$ cat config.mk
export PLATFORM = sky130hd
export DESIGN_NAME = asst_scan_seq
export DESIGN_NICKNAME = d
export VERILOG_FILES = /design/src/rtl/asst_dcnt.v /design/src/rtl/asst_pick.v /design/src/rtl/asst_scan_seq.v
export VERILOG_INCLUDE_DIRS = /design/src /design/src/include
export SDC_FILE = /design/constraint.sdc
export NUM_CORES = 1
export LEC_CHECK = 0
export BUFFER_PORTS_ARGS = -buffer_cell sky130_fd_sc_hd__buf_2
export CAP_MARGIN = 10
export CORE_MARGIN = 2
export CORE_UTILIZATION = 40
export CTS_CLUSTER_SIZE = 8
export DETAILED_ROUTE_END_ITERATION = 16
export MAX_ROUTING_LAYER = met4
export SYNTH_ARGS = -nofsm -noshare
export SYNTH_HDL_FRONTEND = slang
export SYNTH_HIERARCHICAL = 1
export SYNTH_SLANG_ARGS = --single-unit
$ cat constraint.sdc
create_clock -name i_clk -period 4.7 [get_ports i_clk]
set_input_delay 1.41 -clock i_clk [delete_from_list [all_inputs] [get_ports i_clk]]
set_output_delay 1.41 -clock i_clk [all_outputs]
set_load 0.02 [all_outputs]
$ cat src/include/asst_regs.vh
// Register offsets, field positions, codes and timing counts of the scan sequencer.
// Assumes it is included only by the sequencer top-level design file.
`ifndef ASST_REGS_VH
`define ASST_REGS_VH

// ==================================================
// Register offsets
`define ASST_ADDR_CONFIG      4'h1
`define ASST_ADDR_SCAN        4'h7
`define ASST_ADDR_INTERVAL    4'h8
`define ASST_ADDR_OFFCORR     4'h9

// ==================================================
// Primary configuration field positions
`define ASST_CFG_PWR_LSB      0
`define ASST_CFG_PWR_MSB      1
`define ASST_CFG_GAIN_LSB     2
`define ASST_CFG_GAIN_MSB     4
`define ASST_CFG_REP_LSB      6
`define ASST_CFG_REP_MSB      7

// ==================================================
// Scan register field positions
`define ASST_SCAN_MASK_LSB    0
`define ASST_SCAN_MASK_MSB    15
`define ASST_SCAN_DLY_LSB     21
`define ASST_SCAN_DLY_MSB     23

// ==================================================
// Reset values
`define ASST_RST_PWR          2'h0
`define ASST_RST_GAIN         3'h1
`define ASST_RST_REP          2'h0
`define ASST_RST_MASK         16'h0000
`define ASST_RST_DLY          3'h0
`define ASST_RST_INTERVAL     24'h000000
`define ASST_RST_OFFCORR      24'h000000

// ==================================================
// Power states and repeat code
`define ASST_PWR_SHUTDOWN     2'h0
`define ASST_PWR_STANDBY      2'h2
`define ASST_PWR_ACTIVE       2'h3
`define ASST_REP_CONTINUOUS   2'h3

// ==================================================
// Gain codes, channel numbers and multiplexer codes
`define ASST_GAIN_THIRD       3'h0
`define ASST_GAIN_ONE         3'h1
`define ASST_CH_OFFSET        4'hf
`define ASST_CH_CMODE         4'he
`define ASST_CH_SUPPLY        4'hd
`define ASST_CH_TEMP          4'hc
`define ASST_MUX_OFFSET       8'h88
`define ASST_MUX_CMODE        8'hf8
`define ASST_MUX_SUPPLY       8'h98
`define ASST_MUX_TEMP         8'hde
`define ASST_MUX_DIFF_D       8'h67
`define ASST_MUX_DIFF_C       8'h45
`define ASST_MUX_DIFF_B       8'h23
`define ASST_MUX_DIFF_A       8'h01
`define ASST_MUX_SE_LOW       4'h8

// ==================================================
// Timing counts, in decimation clock periods
`define ASST_SETUP_PERIODS    24'h000100
`define ASST_DLY_BASE         24'h000004

`endif

$ cat src/rtl/asst_dcnt.v
// Loadable down-counter stepped by the decimation clock tick.
// Assumes the tick is a one-cycle pulse from logic on the same clock.
`default_nettype none

module asst_dcnt (
  input  wire        i_clk,
  input  wire        i_rst,
  input  wire        i_load,
  input  wire [23:0] i_load_val,
  input  wire        i_tick,
  output reg  [23:0] o_count,
  output wire        o_zero
);

  assign o_zero = (o_count == 24'h000000);

  // ==================================================
  // Load wins over a tick; holds at zero
  always @(posedge i_clk) begin
    if (i_rst) begin
      o_count <= 24'h000000;
    end else if (i_load) begin
      o_count <= i_load_val;
    end else if (i_tick && !o_zero) begin
      o_count <= o_count - 24'h000001;
    end
  end

endmodule

`default_nettype wire

$ cat src/rtl/asst_pick.v
// Priority picker: highest set mask bit strictly below a limit position.
// Assumes a registered mask; purely combinational.
`default_nettype none

module asst_pick (
  input  wire [15:0] i_mask,
  input  wire [4:0]  i_limit,
  output reg         o_found,
  output reg  [3:0]  o_idx
);

  integer i;

  // ==================================================
  // Ascending scan, so the last hit is the highest bit
  always @* begin
    o_found = 1'b0;
    o_idx   = 4'h0;
    for (i = 0; i < 16; i = i + 1) begin
      if (i_mask[i] && (i < i_limit)) begin
        o_found = 1'b1;
        o_idx   = i[3:0];
      end
    end
  end

endmodule

`default_nettype wire

$ cat src/rtl/asst_scan_seq.v
// Scan sequencer: channel order, internal channel overrides, delays and power states.
// Assumes the register port, tick and conversion-done come from logic on i_clk.
//
// What this block does
// - Supply channel: mux 0x98, gain third
// - Overrides never alter stored register contents
// - Temperature channel: mux 0xDE, unity gain
// - Offset channel shorts mux output to ground
// - Common-mode channel: mux 0xF8, unity gain
// - Delay code: zero, then 8 doubling to 512
// - Delay only between conversions of cycle
// - Standby during delay, field reads 11
// - Mux switches to next input at conversion end
// - Continuous cycles separated by programmed interval
// - Interval is 24-bit unsigned period count
// - Counter loads interval, counts down, relaunches
// - Interval above setup time: shutdown in gap
// - Counter at 256 powers converter up
// - Interval below setup time: standby in gap
// - Power field reads 11 throughout scanning
// - Channels converted from highest bit downward
// - Repeat only when repeat code equals 11
// - Each result updates data and flags ready
`default_nettype none
`include "asst_regs.vh"

module asst_scan_seq (
  input  wire        i_clk,
  input  wire        i_rst,
  input  wire        i_reg_wr,
  input  wire        i_reg_rd,
  input  wire [3:0]  i_reg_addr,
  input  wire [23:0] i_reg_wdata,
  output reg  [23:0] o_reg_rdata,
  input  wire        i_decimation_clock_tick,
  input  wire        i_conv_done,
  input  wire [23:0] i_conv_data,
  output reg         o_conv_start,
  output reg  [7:0]  o_mux_sel,
  output reg  [2:0]  o_gain_sel,
  output reg         o_offset_short,
  output reg  [1:0]  o_power_state,
  output reg         o_data_ready,
  output reg  [23:0] o_data,
  output reg  [3:0]  o_chan_id,
  output reg  [23:0] o_offset_correction,
  output reg         o_scan_active
);

  // ==================================================
  // States
  localparam ST_IDLE = 4'b0001;
  localparam ST_CONV = 4'b0010;
  localparam ST_DLY  = 4'b0100;
  localparam ST_GAP  = 4'b1000;

  // ==================================================
  // Registers
  reg [3:0]  state;
  reg [3:0]  cur_chan;
  reg        gap_shutdown;
  reg [1:0]  cfg_power;
  reg [2:0]  cfg_gain;
  reg [1:0]  conversion_repeat_select;
  reg [15:0] scan_mask;
  reg [2:0]  intra_scan_delay;
  reg [23:0] scan_cycle_interval;
  reg [23:0] offset_correction_value;

  wire       next_found;
  wire [3:0] next_idx;
  wire       first_found;
  wire [3:0] first_idx;
  wire [23:0] cnt_count;
  wire        cnt_zero;

  // ==================================================
  // Channel search
  asst_pick u_pick_next (
    .i_mask  (scan_mask),
    .i_limit ({1'b0, cur_chan}),
    .o_found (next_found),
    .o_idx   (next_idx)
  );

  asst_pick u_pick_first (
    .i_mask  (scan_mask),
    .i_limit (5'h10),
    .o_found (first_found),
    .o_idx   (first_idx)
  );

  // ==================================================
  // Decisions
  // Start only from idle; later config writes just store fields
  // Interval of zero relaunches with no gap at all
  wire        wr_config   = i_reg_wr && (i_reg_addr == `ASST_ADDR_CONFIG);
  wire        start_req   = wr_config && (state == ST_IDLE) && first_found &&
                            (i_reg_wdata[`ASST_CFG_PWR_MSB:`ASST_CFG_PWR_LSB] == `ASST_PWR_ACTIVE);
  wire        conv_end    = (state == ST_CONV) && i_conv_done;
  wire        repeat_on   = (conversion_repeat_select == `ASST_REP_CONTINUOUS);
  wire        dly_used    = (intra_scan_delay != 3'h0);
  wire [23:0] dly_periods = dly_used ? (`ASST_DLY_BASE << intra_scan_delay) : 24'h000000;
  wire        dly_load    = conv_end && next_found && dly_used;
  wire        gap_load    = conv_end && !next_found && repeat_on && (scan_cycle_interval != 24'h000000);
  wire        cnt_load    = dly_load || gap_load;
  wire [23:0] cnt_val     = dly_load ? dly_periods : scan_cycle_interval;
  wire        dly_done    = (state == ST_DLY) && cnt_zero;
  wire        gap_done    = (state == ST_GAP) && cnt_zero;
  wire        relaunch    = conv_end && !next_found && repeat_on && (scan_cycle_interval == 24'h000000);
  wire        launch      = start_req || gap_done || relaunch;

  // One counter serves both delays; they never overlap
  asst_dcnt u_dcnt (
    .i_clk      (i_clk),
    .i_rst      (i_rst),
    .i_load     (cnt_load),
    .i_load_val (cnt_val),
    .i_tick     (i_decimation_clock_tick),
    .o_count    (cnt_count),
    .o_zero     (cnt_zero)
  );

  // ==================================================
  // Channel table
  // Internal channels first; single-ended codes built from the index
  function [7:0] chan_mux;
    input [3:0] ch;
    begin
      if (ch == `ASST_CH_OFFSET) begin
        chan_mux = `ASST_MUX_OFFSET;
      end else if (ch == `ASST_CH_CMODE) begin
        chan_mux = `ASST_MUX_CMODE;
      end else if (ch == `ASST_CH_SUPPLY) begin
        chan_mux = `ASST_MUX_SUPPLY;
      end else if (ch == `ASST_CH_TEMP) begin
        chan_mux = `ASST_MUX_TEMP;
      end else if (ch == 4'hb) begin
        chan_mux = `ASST_MUX_DIFF_D;
      end else if (ch == 4'ha) begin
        chan_mux = `ASST_MUX_DIFF_C;
      end else if (ch == 4'h9) begin
        chan_mux = `ASST_MUX_DIFF_B;
      end else if (ch == 4'h8) begin
        chan_mux = `ASST_MUX_DIFF_A;
      end else begin
        chan_mux = {ch, `ASST_MUX_SE_LOW};
      end
    end
  endfunction

  // Forced gain lives only on the output; cfg_gain is never touched
  function [2:0] chan_gain;
    input [3:0] ch;
    input [2:0] prog;
    begin
      if (ch == `ASST_CH_SUPPLY) begin
        chan_gain = `ASST_GAIN_THIRD;
      end else if ((ch == `ASST_CH_TEMP) || (ch == `ASST_CH_CMODE)) begin
        chan_gain = `ASST_GAIN_ONE;
      end else begin
        chan_gain = prog;
      end
    end
  endfunction

  // ==================================================
  // Sequencer
  // Launch beats every other event; conv_end is only true in ST_CONV
  // Spurious conversion-done pulses outside ST_CONV are ignored
  always @(posedge i_clk) begin
    if (i_rst) begin
      state          <= ST_IDLE;
      cur_chan       <= 4'h0;
      gap_shutdown   <= 1'b0;
      o_conv_start   <= 1'b0;
      o_mux_sel      <= 8'h00;
      o_gain_sel     <= `ASST_RST_GAIN;
      o_offset_short <= 1'b0;
      o_power_state  <= `ASST_RST_PWR;
      o_data_ready   <= 1'b0;
      o_data         <= 24'h000000;
      o_chan_id      <= 4'h0;
    end else begin
      o_conv_start <= 1'b0;
      o_data_ready <= 1'b0;
      if (conv_end) begin
        o_data       <= i_conv_data;
        o_chan_id    <= cur_chan;
        o_data_ready <= 1'b1;
      end
      if (launch) begin
        state          <= ST_CONV;
        cur_chan       <= first_idx;
        o_mux_sel      <= chan_mux(first_idx);
        o_gain_sel     <= chan_gain(first_idx, cfg_gain);
        o_offset_short <= (first_idx == `ASST_CH_OFFSET);
        o_power_state  <= `ASST_PWR_ACTIVE;
        o_conv_start   <= 1'b1;
      end else if (conv_end && next_found) begin
        // Mux moves now so the input settles over the whole delay
        cur_chan       <= next_idx;
        o_mux_sel      <= chan_mux(next_idx);
        o_gain_sel     <= chan_gain(next_idx, cfg_gain);
        o_offset_short <= (next_idx == `ASST_CH_OFFSET);
        if (dly_used) begin
          state         <= ST_DLY;
          o_power_state <= `ASST_PWR_STANDBY;
        end else begin
          o_conv_start <= 1'b1;
        end
      end else if (gap_load) begin
        state <= ST_GAP;
        if (scan_cycle_interval > `ASST_SETUP_PERIODS) begin
          gap_shutdown  <= 1'b1;
          o_power_state <= `ASST_PWR_SHUTDOWN;
        end else begin
          gap_shutdown  <= 1'b0;
          o_power_state <= `ASST_PWR_STANDBY;
        end
      end else if (conv_end) begin
        state         <= ST_IDLE;
        o_power_state <= `ASST_PWR_STANDBY;
      end else if (dly_done) begin
        state         <= ST_CONV;
        o_power_state <= `ASST_PWR_ACTIVE;
        o_conv_start  <= 1'b1;
      end else if ((state == ST_GAP) && gap_shutdown && (cnt_count == `ASST_SETUP_PERIODS)) begin
        o_power_state <= `ASST_PWR_ACTIVE;
      end
    end
  end

  // ==================================================
  // Register writes
  // Writes during a scan store fields only; nothing restarts
  always @(posedge i_clk) begin
    if (i_rst) begin
      cfg_power                <= `ASST_RST_PWR;
      cfg_gain                 <= `ASST_RST_GAIN;
      conversion_repeat_select <= `ASST_RST_REP;
      scan_mask                <= `ASST_RST_MASK;
      intra_scan_delay         <= `ASST_RST_DLY;
      scan_cycle_interval      <= `ASST_RST_INTERVAL;
      offset_correction_value  <= `ASST_RST_OFFCORR;
    end else begin
      // A single cycle ending drops the mode to standby; a write that cycle wins
      if (conv_end && !next_found && !repeat_on) begin
        cfg_power <= `ASST_PWR_STANDBY;
      end
      if (wr_config) begin
        cfg_power                <= i_reg_wdata[`ASST_CFG_PWR_MSB:`ASST_CFG_PWR_LSB];
        cfg_gain                 <= i_reg_wdata[`ASST_CFG_GAIN_MSB:`ASST_CFG_GAIN_LSB];
        conversion_repeat_select <= i_reg_wdata[`ASST_CFG_REP_MSB:`ASST_CFG_REP_LSB];
      end else if (i_reg_wr && (i_reg_addr == `ASST_ADDR_SCAN)) begin
        scan_mask        <= i_reg_wdata[`ASST_SCAN_MASK_MSB:`ASST_SCAN_MASK_LSB];
        intra_scan_delay <= i_reg_wdata[`ASST_SCAN_DLY_MSB:`ASST_SCAN_DLY_LSB];
      end else if (i_reg_wr && (i_reg_addr == `ASST_ADDR_INTERVAL)) begin
        scan_cycle_interval <= i_reg_wdata;
      end else if (i_reg_wr && (i_reg_addr == `ASST_ADDR_OFFCORR)) begin
        offset_correction_value <= i_reg_wdata;
      end
    end
  end

  // ==================================================
  // Register reads and status
  // Read data holds until the next read strobe
  always @(posedge i_clk) begin
    if (i_rst) begin
      o_reg_rdata         <= 24'h000000;
      o_offset_correction <= `ASST_RST_OFFCORR;
      o_scan_active       <= 1'b0;
    end else begin
      o_offset_correction <= offset_correction_value;
      o_scan_active       <= (state != ST_IDLE);
      if (i_reg_rd && (i_reg_addr == `ASST_ADDR_CONFIG)) begin
        // Internal power state is hidden while a scan runs
        o_reg_rdata <= {16'h0000, conversion_repeat_select, 1'b0, cfg_gain,
                        ((state != ST_IDLE) ? `ASST_PWR_ACTIVE : cfg_power)};
      end else if (i_reg_rd && (i_reg_addr == `ASST_ADDR_SCAN)) begin
        o_reg_rdata <= {intra_scan_delay, 5'h00, scan_mask};
      end else if (i_reg_rd && (i_reg_addr == `ASST_ADDR_INTERVAL)) begin
        o_reg_rdata <= scan_cycle_interval;
      end else if (i_reg_rd && (i_reg_addr == `ASST_ADDR_OFFCORR)) begin
        o_reg_rdata <= offset_correction_value;
      end else if (i_reg_rd) begin
        o_reg_rdata <= 24'h000000;
      end
    end
  end

endmodule

`default_nettype wire
* Yosys cells after proc, flatten, opt, wreduce, memory -nomap -nowiden
Cells that the tools add are included.
Word-level totals: bits in latches 0, logic and storage cells 274, flip-flop bits (word level) 200, output and inout port bits 93, input port bits 58, memories 0, bits in writable memories 0, memory bits (read-only) 0
Operators by class: $lt $le $gt $ge 17, div/mod/pow operators 0, $mul 0, mux-type cells 124, add/sub/neg operators 1, bitwise gates (word level) 5, reductions and logical operators 71, equal/unequal tests 30, shift operators 1
Operators by type and width (count):
- two-way mux 24 bit | 8
- two-way mux 8 bit | 19
- two-way mux 4 bit | 23
- == test 4 bit, second input constant | 19
- logical NOT 24 bit | 2
- two-way mux 1 bit | 44
- two-way mux 3 bit | 14
- logical AND 1 bit | 40
- < comparator 4 bit, first input constant | 8
- two-way mux 2 bit | 16
- == test 24 x 9 -> 1 bit, second input constant | 1
- > comparator 24 x 9 -> 1 bit, second input constant | 1
- nonzero test 24 bit | 1
- left shift 3 x 3 -> 24 bit, first input constant | 1
- subtractor 24 x 1 -> 24 bit, second input constant | 1
- < comparator 3 x 4 -> 1 bit, first input constant | 4
- nonzero test 5 bit | 2
- == test 4 x 1 -> 1 bit, second input constant | 2
- == test 4 x 3 -> 1 bit, second input constant | 2
- < comparator 1 x 4 -> 1 bit, first input constant | 2
- < comparator 2 x 4 -> 1 bit, first input constant | 2
- AND reduction 2 bit | 4
- nonzero test 4 bit | 2
- AND reduction 3 bit | 2
- other kinds (14) | 29

* Logic depth before layout (Yosys ltp)
word-level depth 28, depth in mapped cells 15, mapped depth without buffers 12

* Cells and area by module
The synthesis kept the hierarchy.
By module, submodules not included:
- asst_scan_seq | sequential area each 3523.4 µm², cells an instance 876, instances 1, area an instance 7180.6 µm²
- asst_dcnt | sequential area each 480.5 µm², cells an instance 180, instances 1, area an instance 1559.0 µm²
- asst_pick | sequential area each 0.0 µm², cells an instance 65, instances 2, area an instance 442.9 µm²

* Least setup slack after synthesis
No wires, ideal clock.
path type reg-to-reg, start register cur_chan[0], end register u_dcnt.o_count[0], arrival 2.906 ns, required time 4.563 ns, path slack 1.657 ns, period minus slack after synthesis 3.043 ns, library setup time 0.137 ns, cell stages (with the launch flop) 15, path buffers 4, path through dfxtp_1 -> buf_6 -> a2111o_1 -> a22o_1 -> a211oi_1 -> nand4_1 -> inv_1 -> nor2_1 -> nand2_1 -> clkbuf_1 -> o21ai_0 -> inv_1 -> clkbuf_1 -> clkbuf_1 -> a211oi_1
Between the ends: word-level cells in the longest chain between the ends 24, elaborated cells between the ends (all ways) 58, those cells by class order compare: 16; mux: 18; reduce/logical: 24
RTL lines:
- from (decl) | RTL line asst_scan_seq.v:60 | reg [3:0] cur_chan;
- from (signal assigned) | RTL line asst_scan_seq.v:194 | cur_chan <= first_idx;
- from (signal assigned) | RTL line asst_scan_seq.v:202 | cur_chan <= next_idx;
- < comparator 1 x 4 -> 1 bit | RTL line asst_pick.v:20 | if (i_mask[i] && (i < i_limit)) begin
- logical AND 1 bit | RTL line asst_pick.v:20
- two-way mux 1 bit (15 in series) | RTL line asst_pick.v:20
- two-way mux 1 bit * | RTL line asst_pick.v:20
- named net next_found | RTL line asst_scan_seq.v:70 | wire next_found;
- logical NOT 1 bit | RTL line asst_scan_seq.v:105 | wire gap_load = conv_end && !next_found && repeat_on && (scan_cycle_interval != 24'h000000);
- logical AND 1 bit (3 in series) | RTL line asst_scan_seq.v:105
- logical OR 1 bit * | RTL line asst_scan_seq.v:106 | wire cnt_load = dly_load || gap_load;
- named net cnt_load | RTL line asst_scan_seq.v:106
- two-way mux 24 bit / nonzero test 2 bit (equally long branches)
- to (signal assigned) | RTL line asst_dcnt.v:23 | o_count <= i_load_val;
- to (signal assigned) | RTL line asst_dcnt.v:25 | o_count <= o_count - 24'h000001;
- to (decl) | RTL line asst_dcnt.v:11 | output reg [23:0] o_count,
The timed path passes the listed nets; every way through them passes the cells marked *. A chain may end at the register's enable or synchronous reset.

* Worst setup path in the final report
start register cur_chan[1], end register u_dcnt.o_count[6]
The elaborated chain is that of the path after synthesis.

==> metrics.md <==
| Metric | Value |
|---|---|
| GRT overflow | `0` |
| Vias in the first global route | `slightly above 8000` |
| TNS Setup | `0 ns` |
| Core Area | `23500 µm²` |
| Via count | `9129` |
| Drt total wl | `between 20 and 30 mm` |
| Clock net sink count | `200` |
| Drt wl/cell | `17.9 µm` |
| CP top delay family | `buffers and inverters` |
| Final Hold Viols | `0` |
| Core Util, Final | `48.0%` |
| Cell with the most instances after synthesis | `nand2_1` |
| Number of diodes | `0` |
| YS warnings | `6` |
| Syn Area/Cell | `8.12 µm²` |
| Power Density | `~430 nW/µm²` |
| HPWL after DPL | `20.8 mm` |
| CTS max path bufs | `2` |
| Routability Congestion | `0.908` |
| FMAX | `0.258 GHz` |
| Crit end category | `register` |
| Post-synth top area share | `41.6%` |
| Worst path required time | `5.05 ns` |
| Drt drc | `0` |
| Slowest stage cell, crit path | `inv_1` |
| Vias per cell | `5.55` |
| Least-Margin Pin Slew | `1.14 ns` |
| Synth top area cells | `dfxtp_1, nand2_1, a21oi_1, nor2_1, clkbuf_1` |
| Final #Nets | `1374` |
| Top cells by count, synth | `nand2_1, dfxtp_1, a21oi_1` |
| Unrepaired setup endpoints after global routing | `false` |
| Row cnt | `56` |
| # resized after CTS | `0` |
| Worst hold slack | `0.452 ns` |
| Worst path arrival time | `4.22 ns` |
| Largest net degree at the start of global routing | `slightly below 80` |
| Number of flops mapped to enable cells by yosys | `0` |
| Later-pin clock latency in the skew report | `0.46 ns` |
| Area grow syn2layout | `17.3%` |
| Main synth FF type | `dfxtp_1` |
| Register bit count reported by yosys | `200` |
| Starting Density | `40.9%` |
| Fraction of layout cells with a size suffix above 1 | `19.4%` |
| Worst Skew | `0.0211 ns` |
| Initial antenna violation count | `0` |
| Post-synth top area cell | `dfxtp_1` |
| Post-CTS Hold Fix Bufs | `0` |
| Die area | `25300 µm²` |
| Max-Cap Viols | `0` |
| Clock transition at path regs | `0.08 ns` |
| Library cells used by synthesis | `88` |
| Clk root buf | `clkbuf_16` |
| First-pass GRT wire length | `46.8 mm` |
| Leakage power | `4.31 nW` |
| CP peak stage delay | `between 0.8 and 0.9 ns` |
| Startpoint types | `register` |
| Async set-or-reset flop fraction in the synthesized netlist | `0%` |
| Cell area after synthesis | `~9600 µm²` |
| Peak VDD IR | `278 µV` |
| Post-route ant nets | `0` |
| CTS tree | `done` |
| Die X | `~160 µm` |
| Fin. max-slew vios | `0` |
| Post CTS Setup Buffer Count | `0` |
| Total CTS buffers | `17` |
| Worst Path Buf+Inv | `5` |
| Outcome | `finished, final reports clean` |
| Port Buf Inserts | `150` |
| Seq/Total Area, Yosys | `between 40 and 50%` |
| Crit Path Max Fanout | `41` |
| Hold crit path type | `reg2reg` |
| Endpoints failing setup | `0` |
| 1st-iter DRT viols | `743` |
| Final worst path period share | `82.4%` |
| Worst-path cell chain | `or2_0 > o311ai_1 > nand2_1 > nor2_1 > nand4_1 > buf_4 > inv_1 > nor2_1 > nand2_1 > buf_4 > o21ai_0 > buf_4 > inv_1 > nor2_1 > a311oi_1` |
| Slew headroom | `24.1%` |
| H-tree Lvls | `4` |
| Mapped Cells | `1186` |
| Chip Height | `159 µm` |
| Pre-Repair DR Iteration Count | `6` |
| Aggregate global-route resource usage | `23.7%` |
| # IOs | `151` |
| Min Tclk post-route | `3.88 ns` |
| Crit path kind | `reg2reg` |
final timing paths:
check,start,to,slack (ns),depth (start not counted)
worst max register to register,cur_chan[1],u_dcnt/o_count[6],0.82,15
worst max-delay path,cur_chan[1],u_dcnt/o_count[6],0.82,15
worst min register to register,o_data[14],o_data[14],0.45,2
worst min-delay path,o_data[14],o_data[14],0.45,2
layout by cell type, fill, tap and decap left out, types with 5 or more instances in the layout:
| cell | count |
|---|---|
| o21ai_0 | 33 |
| buf_4 | 23 |
| inv_12 | 5 |
| o2bb2ai_1 | 5 |
| a221o_1 | 7 |
| o2111ai_1 | 6 |
| mux2_2 | 5 |
| o21a_1 | 8 |
| nor3_1 | 16 |
| conb_1 | 21 |
| clkbuf_16 | 17 |
| a21o_1 | 6 |
| nor2b_1 | 30 |
| a221oi_1 | 18 |
| clkinv_8 | 5 |
| nor4_1 | 13 |
| nor2_1 | 65 |
| inv_1 | 15 |
| and3_1 | 8 |
| nand2_1 | 270 |
| nand4_1 | 10 |
| nor4b_1 | 5 |
| a311oi_1 | 9 |
| and4_1 | 5 |
| dfxtp_1 | 200 |
| o211ai_1 | 6 |
| buf_2 | 149 |
| o21bai_1 | 5 |
| nand3_1 | 16 |
| a21oi_1 | 137 |
| xnor2_1 | 16 |
| a211oi_1 | 27 |
| o221ai_1 | 13 |
| a31oi_1 | 9 |
| a2111oi_2 | 5 |
| and2_1 | 23 |
tightest hold or removal path, stage by stage (launching register included):
cell and delay [ns]:
dfxtp_1 0.31, nand2_1 0.05, a21oi_1 0.05
layer usage:
layer | GRT usage (%) | part of all wire, %
met1 | 35.2 | 48
met4 | 5.41 | 1.4
met2 | 33.3 | 44
met5 | - | 0
met3 | 4.01 | 6.7
logic make-up after synthesis:
kind of cell,after synthesis,synth area share [%]
adder cells (fa/ha/maj),2,0.260
flip-flops,200,41.6
buffers and inverters,98,4.46
other,2,0.0780
AO/OA/AOI/OAI,346,24.8
AND/OR/NAND/NOR,515,26.6
XOR/XNOR,18,1.64
multiplexers,5,0.585
per-stage QoR:
step                      total power, mW  area (µm²)  std cells  worst slack [ns]
final                                4.87       11300       1646             0.825
after global routing                 5.14       11300       1646             0.376
after CTS                            4.88       11300       1646             0.837
after detailed placement             3.32       10700       1614             0.828
after global placement               3.32       10700       1614             0.937
after floorplan                      3.05        9700       1205              1.66
layout make-up:
class	count	area (µm²)
Clock buffer	17	425
Fill cell	2383	12200
Timing Repair Buffer	173	930
Tap cell	319	399
Sequential cell	200	4000
Multi-Input combinational cell	907	5260
Clock inverter	15	216
Inverter	15	56.3
flip-flops by register name (all words and copies together) (netlist names), 4 cells and up:
name,count
offset_correction_value,24
scan_mask,16
o_reg_rdata,24
cur_chan,4
state,4
o_chan_id,4
o_data,24
o_offset_correction,24
u_dcnt/o_count,24
scan_cycle_interval,24
o_mux_sel,8
where the power goes:
group | leakage (nW) | internal, mW | total [mW] | switching, mW
sequential | 1.62 | 1.80 | 1.97 | 0.169
combinational | 2.39 | 0.515 | 1.34 | 0.825
clock | 0.304 | 0.750 | 1.56 | 0.811
(Power assumes the default switching activity.)
